### config.mk
export PLATFORM = sky130hd
export DESIGN_NAME = tpmc_core
export DESIGN_NICKNAME = d
export VERILOG_FILES = /design/src/rtl/tpmc_pkg.sv /design/src/rtl/tpmc_settle_timer.sv /design/src/rtl/tpmc_core.sv
export SDC_FILE = /design/constraint.sdc
export NUM_CORES = 1
export LEC_CHECK = 0
export BUFFER_PORTS_ARGS = -buffer_cell sky130_fd_sc_hd__buf_4
export CAP_MARGIN = 20
export CORE_MARGIN = 2
export CORE_UTILIZATION = 30
export DETAILED_ROUTE_END_ITERATION = 12
export GPL_TIMING_DRIVEN = 0
export PLACE_DENSITY = 0.43
export SYNTH_ARGS = -nofsm -noshare
export SYNTH_HDL_FRONTEND = slang
export SYNTH_SLANG_ARGS = --single-unit
export TNS_END_PERCENT = 50
### constraint.sdc
create_clock -name i_mclk -period 4.18 [get_ports i_mclk]
set_input_delay 0.418 -clock i_mclk [delete_from_list [all_inputs] [get_ports i_mclk]]
set_output_delay 0.418 -clock i_mclk [all_outputs]
set_load 0.02 [all_outputs]
### src/rtl/tpmc_pkg.sv
// Constants, register map and types of the touch panel measurement control
package tpmc_pkg;
   localparam int ADDR_W = 16;
   localparam int DATA_W = 16;
   localparam int RES_W = 12;
   localparam logic [ADDR_W-1:0] ADDR_CTRL1 = 16'h4028;
   localparam logic [ADDR_W-1:0] ADDR_CTRL2 = 16'h4029;
   localparam logic [ADDR_W-1:0] ADDR_DATA_X = 16'h402A;
   localparam logic [ADDR_W-1:0] ADDR_DATA_Y = 16'h402B;
   localparam logic [ADDR_W-1:0] ADDR_DATA_Z = 16'h402C;
   localparam logic [ADDR_W-1:0] ADDR_FLAGS = 16'h402D;
   // Control 1 fields
   localparam int B_PANEL_ON = 15;
   localparam int B_CONV_GO = 14;
   localparam int B_SLEEP_ALLOW = 12;
   localparam int B_SEL_LO = 8;
   localparam int B_SEL_HI = 10;
   localparam int B_SETTLE_LO = 5;
   localparam int B_SETTLE_HI = 7;
   localparam int B_RATE_LO = 0;
   localparam int B_RATE_HI = 4;
   // Control 2 fields
   localparam int B_PEN_WAKE = 13;
   localparam int B_WIRE_MODE = 12;
   localparam int B_PEN_GATED = 11;
   localparam int B_ISEL = 8;
   localparam int B_RPU_LO = 0;
   localparam int B_RPU_HI = 3;
   // Result and flag fields
   localparam int B_RES_PEN = 15;
   localparam int B_FLAG_DATA = 1;
   localparam int B_FLAG_PEN = 0;
   localparam logic [2:0] SETTLE_RST = 3'h2;
   localparam logic [3:0] RPU_RST = 4'h7;
   localparam logic [4:0] RATE_MANUAL = 5'h00;
   // Axis codes, also the result array index
   localparam logic [1:0] AX_X = 2'h0;
   localparam logic [1:0] AX_Y = 2'h1;
   localparam logic [1:0] AX_Z = 2'h2;
   // Timing
   localparam int CLK_PERIOD_PS = 4000;
   localparam longint SETTLE_BASE_PS = 30000000;
   localparam longint SET_PERIOD_PS = 64'd62500000000;
   localparam int SETTLE_BASE_CYC = int'((SETTLE_BASE_PS + CLK_PERIOD_PS - 1) / CLK_PERIOD_PS);
   localparam int SET_PERIOD_CYC = int'(SET_PERIOD_PS / CLK_PERIOD_PS);
   localparam int SETTLE_CW = 24;
   localparam int RATE_CW = 25;
   typedef enum logic [1:0] {
      ST_IDLE = 2'b00,
      ST_CONV = 2'b01,
      ST_SETTLE = 2'b10
   } tpmc_state_e;
endpackage

### src/rtl/tpmc_settle_timer.sv
// Settling delay timer, base count doubled per code step
`timescale 1ns/1ps
module tpmc_settle_timer import tpmc_pkg::*; #(
   parameter int BASE_CYC = SETTLE_BASE_CYC
) (
   // Clock and reset
   input wire logic i_mclk,
   input wire logic i_rst_b,
   // Control
   input wire logic i_start,
   input wire logic [2:0] i_code,
   output logic o_done
);
   logic [SETTLE_CW-1:0] cnt_r;
   logic run_r;
   logic [SETTLE_CW-1:0] load_w;

   assign load_w = SETTLE_CW'(BASE_CYC) << i_code;

   always_ff @(posedge i_mclk) begin
      if (!i_rst_b) begin
         cnt_r <= '0;
         run_r <= 1'b0;
         o_done <= 1'b0;
      end else begin
         o_done <= 1'b0;
         if (i_start) begin
            cnt_r <= load_w - SETTLE_CW'(1);
            run_r <= 1'b1;
         end else if (run_r) begin
            if (cnt_r == '0) begin
               run_r <= 1'b0;
               o_done <= 1'b1;
            end else begin
               cnt_r <= cnt_r - SETTLE_CW'(1);
            end
         end
      end
   end
endmodule // tpmc_settle_timer

### src/rtl/tpmc_core.sv
// Touch panel measurement scheduling, register file and event flags
`timescale 1ns/1ps
module tpmc_core import tpmc_pkg::*; #(
   parameter int SETTLE_CYC = SETTLE_BASE_CYC,
   parameter int SET_CYC = SET_PERIOD_CYC
) (
   // Clock and reset
   input wire logic i_mclk,
   input wire logic i_rst_b,
   // Register port
   input wire logic [ADDR_W-1:0] i_addr,
   input wire logic [DATA_W-1:0] i_wdata,
   input wire logic i_wr,
   input wire logic i_rd,
   output logic [DATA_W-1:0] o_rdata,
   // Power state
   input wire logic i_pwr_off,
   input wire logic i_pwr_sleep,
   // Pen detect comparator pin
   input wire logic i_pen_down,
   // Shared converter
   input wire logic i_aux_busy,
   input wire logic i_conv_done,
   input wire logic [RES_W-1:0] i_conv_data,
   output logic o_conv_req,
   output logic [1:0] o_conv_axis,
   // Status
   output logic o_panel_active,
   output logic o_wire5,
   output logic o_wake_req,
   output logic o_data_flag,
   output logic o_pen_flag
);
   // Control fields
   logic panel_on_r, go_r, sleep_allow_r, wake_sel_r, pen_gated_r, wire5_r, isel_r;
   logic [2:0] sel_r;
   logic [2:0] settle_r;
   logic [4:0] rate_r;
   logic [3:0] rpu_r;
   // Sequencer state
   tpmc_state_e st_r;
   logic [2:0] remain_r;
   logic [1:0] axis_r;
   logic pen_seen_r, auto_set_r, auto_pend_r, suspend_r;
   logic [RATE_CW-1:0] acc_r;
   logic [B_RES_PEN:0] res_r [0:2];
   // Read hold-off
   logic inhibit_r;
   logic [2:0] read_r;
   // Pen synchroniser
   logic pen_m_r, pen_s_r, pen_d_r;
   // Flags
   logic data_flag_r, pen_flag_r;

   logic wr_c1, wr_c2, wr_fl, active_w, manual_w, auto_ok_w, start_w, fin_w;
   logic tmr_start_w, tmr_done_w, pen_rise_w, acc_hit_w, set_auto_w, set_pen_w;
   logic [2:0] mask_w, left_w, rd_hit_w;
   logic [DATA_W-1:0] rdata_nxt;
   logic [RATE_CW-1:0] acc_nxt;

   function automatic logic [1:0] first_axis(input logic [2:0] m);
      if (m[AX_X]) begin
         first_axis = AX_X;
      end else if (m[AX_Y]) begin
         first_axis = AX_Y;
      end else begin
         first_axis = AX_Z;
      end
   endfunction

   function automatic logic [2:0] axis_bit(input logic [1:0] a);
      axis_bit = 3'h1 << a;
   endfunction

   assign wr_c1 = i_wr && (i_addr == ADDR_CTRL1);
   assign wr_c2 = i_wr && (i_addr == ADDR_CTRL2);
   assign wr_fl = i_wr && (i_addr == ADDR_FLAGS);
   assign active_w = panel_on_r && !i_pwr_off && (!i_pwr_sleep || sleep_allow_r);
   assign mask_w = {sel_r[AX_Z] && !wire5_r, sel_r[AX_Y], sel_r[AX_X]};
   assign manual_w = go_r && (rate_r == RATE_MANUAL);
   assign auto_ok_w = auto_pend_r && !(pen_gated_r && suspend_r);
   assign start_w = (st_r == ST_IDLE) && active_w && !inhibit_r && !i_aux_busy
                    && (manual_w || auto_ok_w);
   assign left_w = remain_r & ~axis_bit(axis_r);
   assign fin_w = (start_w && (mask_w == 3'h0))
                  || ((st_r == ST_CONV) && i_conv_done && (left_w == 3'h0));
   assign tmr_start_w = (st_r == ST_CONV) && i_conv_done && (left_w != 3'h0);
   // Kind and pen history of the ending set; an empty set ends as it starts
   assign set_auto_w = start_w ? !manual_w : auto_set_r;
   assign set_pen_w = pen_s_r || (!start_w && pen_seen_r);
   assign pen_rise_w = pen_s_r && !pen_d_r;

   // Control register 1
   always_ff @(posedge i_mclk) begin
      if (!i_rst_b) begin
         panel_on_r <= 1'b0;
         sleep_allow_r <= 1'b0;
         sel_r <= 3'h0;
         settle_r <= SETTLE_RST;
         rate_r <= RATE_MANUAL;
      end else if (i_pwr_off) begin
         panel_on_r <= 1'b0;
      end else if (wr_c1) begin
         panel_on_r <= i_wdata[B_PANEL_ON];
         sleep_allow_r <= i_wdata[B_SLEEP_ALLOW];
         sel_r <= i_wdata[B_SEL_HI:B_SEL_LO];
         settle_r <= i_wdata[B_SETTLE_HI:B_SETTLE_LO];
         rate_r <= i_wdata[B_RATE_HI:B_RATE_LO];
      end
   end

   // Conversion go: a new write wins over the end-of-set clear
   always_ff @(posedge i_mclk) begin
      if (!i_rst_b) begin
         go_r <= 1'b0;
      end else if (wr_c1) begin
         go_r <= i_wdata[B_CONV_GO];
      end else if (fin_w && manual_w && !set_auto_w) begin
         go_r <= 1'b0;
      end
   end

   // Control register 2
   always_ff @(posedge i_mclk) begin
      if (!i_rst_b) begin
         wake_sel_r <= 1'b0;
         wire5_r <= 1'b0;
         pen_gated_r <= 1'b0;
         isel_r <= 1'b0;
         rpu_r <= RPU_RST;
      end else if (wr_c2) begin
         wake_sel_r <= i_wdata[B_PEN_WAKE];
         wire5_r <= i_wdata[B_WIRE_MODE];
         pen_gated_r <= i_wdata[B_PEN_GATED];
         isel_r <= i_wdata[B_ISEL];
         rpu_r <= i_wdata[B_RPU_HI:B_RPU_LO];
      end
   end

   // Pen detect synchroniser and edge
   always_ff @(posedge i_mclk) begin
      if (!i_rst_b) begin
         pen_m_r <= 1'b0;
         pen_s_r <= 1'b0;
         pen_d_r <= 1'b0;
      end else begin
         pen_m_r <= i_pen_down;
         pen_s_r <= pen_m_r;
         pen_d_r <= pen_s_r;
      end
   end

   // Rate accumulator: adds N per cycle, a set falls due per SET_CYC wrap
   assign acc_nxt = acc_r + RATE_CW'(rate_r);
   assign acc_hit_w = acc_nxt >= RATE_CW'(SET_CYC);
   always_ff @(posedge i_mclk) begin
      if (!i_rst_b) begin
         acc_r <= '0;
         auto_pend_r <= 1'b0;
      end else if (!(go_r && active_w) || (rate_r == RATE_MANUAL)) begin
         acc_r <= '0;
         auto_pend_r <= 1'b0;
      end else begin
         acc_r <= acc_hit_w ? acc_nxt - RATE_CW'(SET_CYC) : acc_nxt;
         if (acc_hit_w) begin
            auto_pend_r <= 1'b1;
         end else if (start_w && !manual_w) begin
            auto_pend_r <= 1'b0;
         end
      end
   end

   // Pen-gated suspension
   always_ff @(posedge i_mclk) begin
      if (!i_rst_b) begin
         suspend_r <= 1'b0;
      end else if (pen_s_r) begin
         suspend_r <= 1'b0;
      end else if (fin_w && set_auto_w && pen_gated_r && !set_pen_w) begin
         suspend_r <= 1'b1;
      end
   end

   // Measurement sequencer
   always_ff @(posedge i_mclk) begin
      if (!i_rst_b) begin
         st_r <= ST_IDLE;
         remain_r <= 3'h0;
         axis_r <= AX_X;
         pen_seen_r <= 1'b0;
         auto_set_r <= 1'b0;
         o_conv_req <= 1'b0;
      end else begin
         o_conv_req <= 1'b0;
         case (st_r)
            ST_IDLE: begin
               if (start_w) begin
                  pen_seen_r <= pen_s_r;
                  auto_set_r <= !manual_w;
                  remain_r <= mask_w;
                  axis_r <= first_axis(mask_w);
                  if (mask_w != 3'h0) begin
                     st_r <= ST_CONV;
                     o_conv_req <= 1'b1;
                  end
               end
            end
            ST_CONV: begin
               if (i_conv_done) begin
                  remain_r <= left_w;
                  pen_seen_r <= pen_seen_r || pen_s_r;
                  st_r <= (left_w == 3'h0) ? ST_IDLE : ST_SETTLE;
               end
            end
            ST_SETTLE: begin
               if (tmr_done_w) begin
                  axis_r <= first_axis(remain_r);
                  st_r <= ST_CONV;
                  o_conv_req <= 1'b1;
               end
            end
            default: begin
               st_r <= ST_IDLE;
            end
         endcase
      end
   end
   assign o_conv_axis = axis_r;

   tpmc_settle_timer #(
      .BASE_CYC(SETTLE_CYC)
   ) u_settle (
      .i_mclk(i_mclk),
      .i_rst_b(i_rst_b),
      .i_start(tmr_start_w),
      .i_code(settle_r),
      .o_done(tmr_done_w)
   );

   // Result store, pen status captured with each axis
   always_ff @(posedge i_mclk) begin
      if (!i_rst_b) begin
         for (int i = 0; i < 3; i++) begin
            res_r[i] <= '0;
         end
      end else if ((st_r == ST_CONV) && i_conv_done) begin
         res_r[axis_r] <= {pen_s_r, 3'h0, i_conv_data};
      end
   end

   // Read hold-off
   assign rd_hit_w = {i_rd && (i_addr == ADDR_DATA_Z), i_rd && (i_addr == ADDR_DATA_Y),
                      i_rd && (i_addr == ADDR_DATA_X)};
   always_ff @(posedge i_mclk) begin
      if (!i_rst_b) begin
         inhibit_r <= 1'b0;
         read_r <= 3'h0;
      end else if (rd_hit_w != 3'h0) begin
         inhibit_r <= ((read_r | rd_hit_w) & mask_w) != mask_w;
         read_r <= ((read_r | rd_hit_w) & mask_w) != mask_w ? (read_r | rd_hit_w) : 3'h0;
      end else if (i_rd || i_wr) begin
         inhibit_r <= 1'b0;
         read_r <= 3'h0;
      end
   end

   // Event flags, write one to clear, a new event wins
   always_ff @(posedge i_mclk) begin
      if (!i_rst_b) begin
         data_flag_r <= 1'b0;
         pen_flag_r <= 1'b0;
      end else begin
         data_flag_r <= fin_w || (data_flag_r && !(wr_fl && i_wdata[B_FLAG_DATA]));
         pen_flag_r <= pen_rise_w || (pen_flag_r && !(wr_fl && i_wdata[B_FLAG_PEN]));
      end
   end
   assign o_data_flag = data_flag_r;
   assign o_pen_flag = pen_flag_r;

   // Status outputs
   always_ff @(posedge i_mclk) begin
      if (!i_rst_b) begin
         o_panel_active <= 1'b0;
         o_wake_req <= 1'b0;
      end else begin
         o_panel_active <= active_w;
         o_wake_req <= pen_rise_w && wake_sel_r && panel_on_r && !i_pwr_off;
      end
   end
   assign o_wire5 = wire5_r;

   // Read data, valid the cycle after the strobe
   always_comb begin
      rdata_nxt = '0;
      case (i_addr)
         ADDR_CTRL1: begin
            rdata_nxt[B_PANEL_ON] = panel_on_r;
            rdata_nxt[B_CONV_GO] = go_r;
            rdata_nxt[B_SLEEP_ALLOW] = sleep_allow_r;
            rdata_nxt[B_SEL_HI:B_SEL_LO] = sel_r;
            rdata_nxt[B_SETTLE_HI:B_SETTLE_LO] = settle_r;
            rdata_nxt[B_RATE_HI:B_RATE_LO] = rate_r;
         end
         ADDR_CTRL2: begin
            rdata_nxt[B_PEN_WAKE] = wake_sel_r;
            rdata_nxt[B_WIRE_MODE] = wire5_r;
            rdata_nxt[B_PEN_GATED] = pen_gated_r;
            rdata_nxt[B_ISEL] = isel_r;
            rdata_nxt[B_RPU_HI:B_RPU_LO] = rpu_r;
         end
         ADDR_DATA_X: rdata_nxt = res_r[AX_X];
         ADDR_DATA_Y: rdata_nxt = res_r[AX_Y];
         ADDR_DATA_Z: rdata_nxt = res_r[AX_Z];
         ADDR_FLAGS: begin
            rdata_nxt[B_FLAG_DATA] = data_flag_r;
            rdata_nxt[B_FLAG_PEN] = pen_flag_r;
         end
         default: rdata_nxt = '0;
      endcase
   end
   always_ff @(posedge i_mclk) begin
      if (!i_rst_b) begin
         o_rdata <= '0;
      end else begin
         o_rdata <= i_rd ? rdata_nxt : '0;
      end
   end
endmodule // tpmc_core

==> flow_metrics.env <==
export IMPL_status="finished clean"
export IMPL_cts_tree="yes"
export IMPL_p_int_mw=2.35
export IMPL_die_y_um=175
export IMPL_final_common_cell="nand2_1"
export IMPL_p_total_mw=3.14
export IMPL_gp_congestion=0.835
export IMPL_row_count=62
export IMPL_synth_cells=1016
export IMPL_drtIter0Drc=470
export IMPL_timing_rr_start="rate_r[4]$_SDFFE_PN0P_"
export IMPL_worstSetupEndpointType="flip-flop"
export IMPL_syn_nets=1082
export IMPL_fp_coreArea_mm2=0.0287
export IMPL_nets=1180
export IMPL_netlist_area_mm2=0.00873
export IMPL_hold_buffers=0
export IMPL_vias=7784
export IMPL_comb_power_share=0.039
export IMPL_die_w_um=175
export IMPL_hold_end="pen_m_r$_SDFF_PN0_"
export IMPL_power_density_mw_per_mm2=301
export IMPL_worst_slack_ns=0.192
export IMPL_hp_class="input pin to flip-flop"
export IMPL_start_kind="flip-flop"
export IMPL_crit_type="flip-flop to flip-flop"
export IMPL_num_antenna_cells=0
export IMPL_synth_distinct_cells=77
export IMPL_ys_ff_latch=151
export IMPL_final_util=0.363
export IMPL_synthArstFlopShare=0
export IMPL_arrival_ns=4.35
export IMPL_portBuffers=76
export IMPL_finClkSkew_ns=0.0110
export IMPL_ir_worst_vdd_mv=0.267
export IMPL_rsz0062_at_grt="no"
export IMPL_reg2reg_depth=13
export IMPL_globalRouteOverflowTotal=0
export IMPL_place_ws_ns=-0.431
export IMPL_slowest_delay_ns=0.55
export IMPL_setup_viol=0
export IMPL_clk_path_buf_depth=2
export IMPL_p_leak_nw=4.06
export IMPL_clock_sinks=151
export IMPL_worst_slew_pin_slew_ns=0.888
export IMPL_postRouteAntennaNets=0
export IMPL_dieArea_mm2=0.0305
export IMPL_ys_seq_area_frac=0.391
export IMPL_initial_utilization=0.304
export IMPL_sw_frac_of_total=0.250
export IMPL_avgSynthCellArea_um2=8.60
export IMPL_worstSkewPairLatency_ns=0.43
export IMPL_dp_hpwl_um=21100
export IMPL_fmax_mhz=251
export IMPL_period_needed_ns=3.99
export IMPL_path_clk_slew_ns=0.07
export IMPL_firstDrtPassIters=5
export IMPL_seqPwrFrac=0.483
export IMPL_period_share=0.954
export IMPL_track_usage=0.184
export IMPL_layout_drive_gt1_share=0.141
export IMPL_path_cells="ha_1, buf_2, and3_1, and2_0, clkbuf_1, nor3_2, mux2_2, or2_2, a21boi_2, o21a_4, buf_4, o21ai_0, mux2i_1"
export IMPL_synth_edff_count=39
export IMPL_grt_pass1_wl_um=43300
export IMPL_timing_rr_end="acc_r[11]$_SDFF_PP0_"
export IMPL_worstPathRequired_ns=4.54
export IMPL_post_drt_via_cell_ratio=5.15
export IMPL_hold_depth=2
export IMPL_setup_tns_ns=0
export IMPL_syn_to_final_growth_pct=19.4
export IMPL_place_inst=1476
export IMPL_fin_area_mm2=0.0104
export IMPL_fin_hold_ws_ns=0.203
export IMPL_hold_viol=0
export IMPL_wl_um=27800
export IMPL_slew_headroom=0.408
export IMPL_synth_warnings=0
export IMPL_dpl_cell_area_mm2=0.00979
export IMPL_drv_cap=0
export IMPL_drv_slew=0
export IMPL_reg2reg_slack_ns=0.19
export IMPL_power_net_switching_mw=0.783
export IMPL_min_from="i_pen_down"
export IMPL_root_buffer="clkbuf_16"
export IMPL_power_frac_clock=0.478
export IMPL_grt_max_degree=17
export IMPL_drc=0
export IMPL_wire_per_inst_um=18.4
export IMPL_stdcell_count=1511
export IMPL_slowest_stage="nor3_2"
export IMPL_grt_antenna_before_repair=0
export IMPL_cts_max_level=4
export IMPL_ys_dominant_reg_cell="dfxtp_1"
export IMPL_cts_buffers=17
export IMPL_critPathMaxFanout=10
export IMPL_num_io_pins=77
export IMPL_final_cell_mix="nand2_1 (140), dfxtp_1 (112), buf_4 (80)"
export IMPL_grt_pass1_vias=7490
## sequential cells by signal (all words and copies together) (netlist names), 2 cells and up
name	count
acc_r	25
o_conv_axis	2
o_rdata	16
rate_r	5
read_r	3
remain_r	3
res_r	39
rpu_r	4
sel_r	3
settle_r	3
st_r	2
u_settle.cnt_r	24
## logic make-up after synthesis
| family | share of synthesized area |
|---|---|
| and+or+nand+nor | 0.275 |
| AOI/OAI and AO/OA | 0.176 |
| DFF | 0.391 |
| buffers and inverters | 0.0328 |
| xor gates and xnor gates | 0.0551 |
| muxes | 0.0503 |
| adders and majority gates | 0.0195 |
## synth_stat cells, types with 4 or more instances
library cell  number  area, µm²
nand2_1          140        526
dfxtp_1          112       2240
nor2_1            68        255
and2_1            56        350
clkbuf_1          47        176
a21oi_1           41        205
edfxtp_1          39       1170
o21ai_0           35        175
nor3_1            34        170
nand3_1           32        160
xnor2_1           29        254
xor2_1            26        228
a21boi_0          23        173
and3_1            21        131
mux2i_1           21        210
a22oi_1           20        150
nor2b_1           20        125
nand2b_1          19        119
inv_1             16       60.1
mux2_2            13        146
ha_1              12        150
nand4_1           12       75.1
or2_2             11       68.8
a31oi_1           10       62.6
a22o_1             9       78.8
nand3b_1           8       60.1
or3_1              8       50.1
a21o_1             7       52.6
nor3b_1            7       52.6
nor4_1             7       43.8
o211a_1            7       70.1
a211o_1            6       52.6
a211oi_1           6       45.0
o211ai_1           6       45.0
o22ai_1            6       37.5
or4_1              6       45.0
o31ai_1            5       37.5
buf_2              4       20.0
nor4b_1            4       35.0
o311ai_0           4       35.0
## power by group through the flow
stage	logic [mW]	registers [mW]	clock network [mW]
finish	0.124	1.51	1.50
global route	0.134	1.52	1.61
CTS	0.125	1.51	1.54
detailed placement	0.125	1.55	0
global placement	0.126	1.55	0
floorplan	0.0494	1.55	0
## metal layers
| metal | vias to the layer above | wire [µm] | GRT usage |
|---|---|---|---|
| met2 | 153 | 12600 | 0.285 |
| met5 | - | 0 | 0 |
| met1 | 3756 | 13800 | 0.264 |
| met4 | 0 | 331 | 0.0451 |
| met3 | 20 | 1090 | 0.0322 |
| li1 | 3855 | - | - |
## layout make-up
cell class | count | area, µm²
Sequential cell | 151 | 3410
Tap cell | 384 | 480
Multi-Input combinational cell | 793 | 5090
Timing Repair Buffer | 79 | 593
Fill cell | 3005 | 18300
Clock inverter | 15 | 140
Clock buffer | 17 | 425
Buffer | 56 | 226
Inverter | 16 | 60.1
## how the worst max path moves through the flow
| stage | from | to | slack [ns] | cells past startpoint |
|---|---|---|---|---|
| after floorplan | rate_r[0]$_SDFFE_PN0P_ | acc_r[23]$_SDFF_PP0_ | 0.67 | 15 |
| after global placement | rate_r[0]$_SDFFE_PN0P_ | acc_r[24]$_SDFF_PP0_ | -0.53 | 16 |
| after global routing | st_r[0]$_SDFFE_PN0P_ | u_settle.cnt_r[18]$_SDFFE_PN0P_ | 0.001 | 12 |
| after CTS | rate_r[0]$_SDFFE_PN0P_ | acc_r[12]$_SDFF_PP0_ | 0.02 | 15 |
| final | rate_r[4]$_SDFFE_PN0P_ | acc_r[11]$_SDFF_PP0_ | 0.19 | 13 |
| after detailed placement | rate_r[0]$_SDFFE_PN0P_ | acc_r[24]$_SDFF_PP0_ | -0.43 | 16 |
## worst max-delay path: cells and delay by family (launching register included)
family	cells	cell delay, ns
multiplexers	2	0.62
AND/OR/NAND/NOR	4	1.22
adder cells (fa/ha/maj)	1	0.28
AO/OA/AOI/OAI	3	0.72
buffers and inverters	3	0.58
flip-flops	1	0.48
## repair_timing
item	in CTS	in global routing
resized for setup	4	10
buffers inserted	0	3
setup endpoints to repair	22	20
pin swaps	0	4
Note: power is estimated with default switching activity, not from simulation.
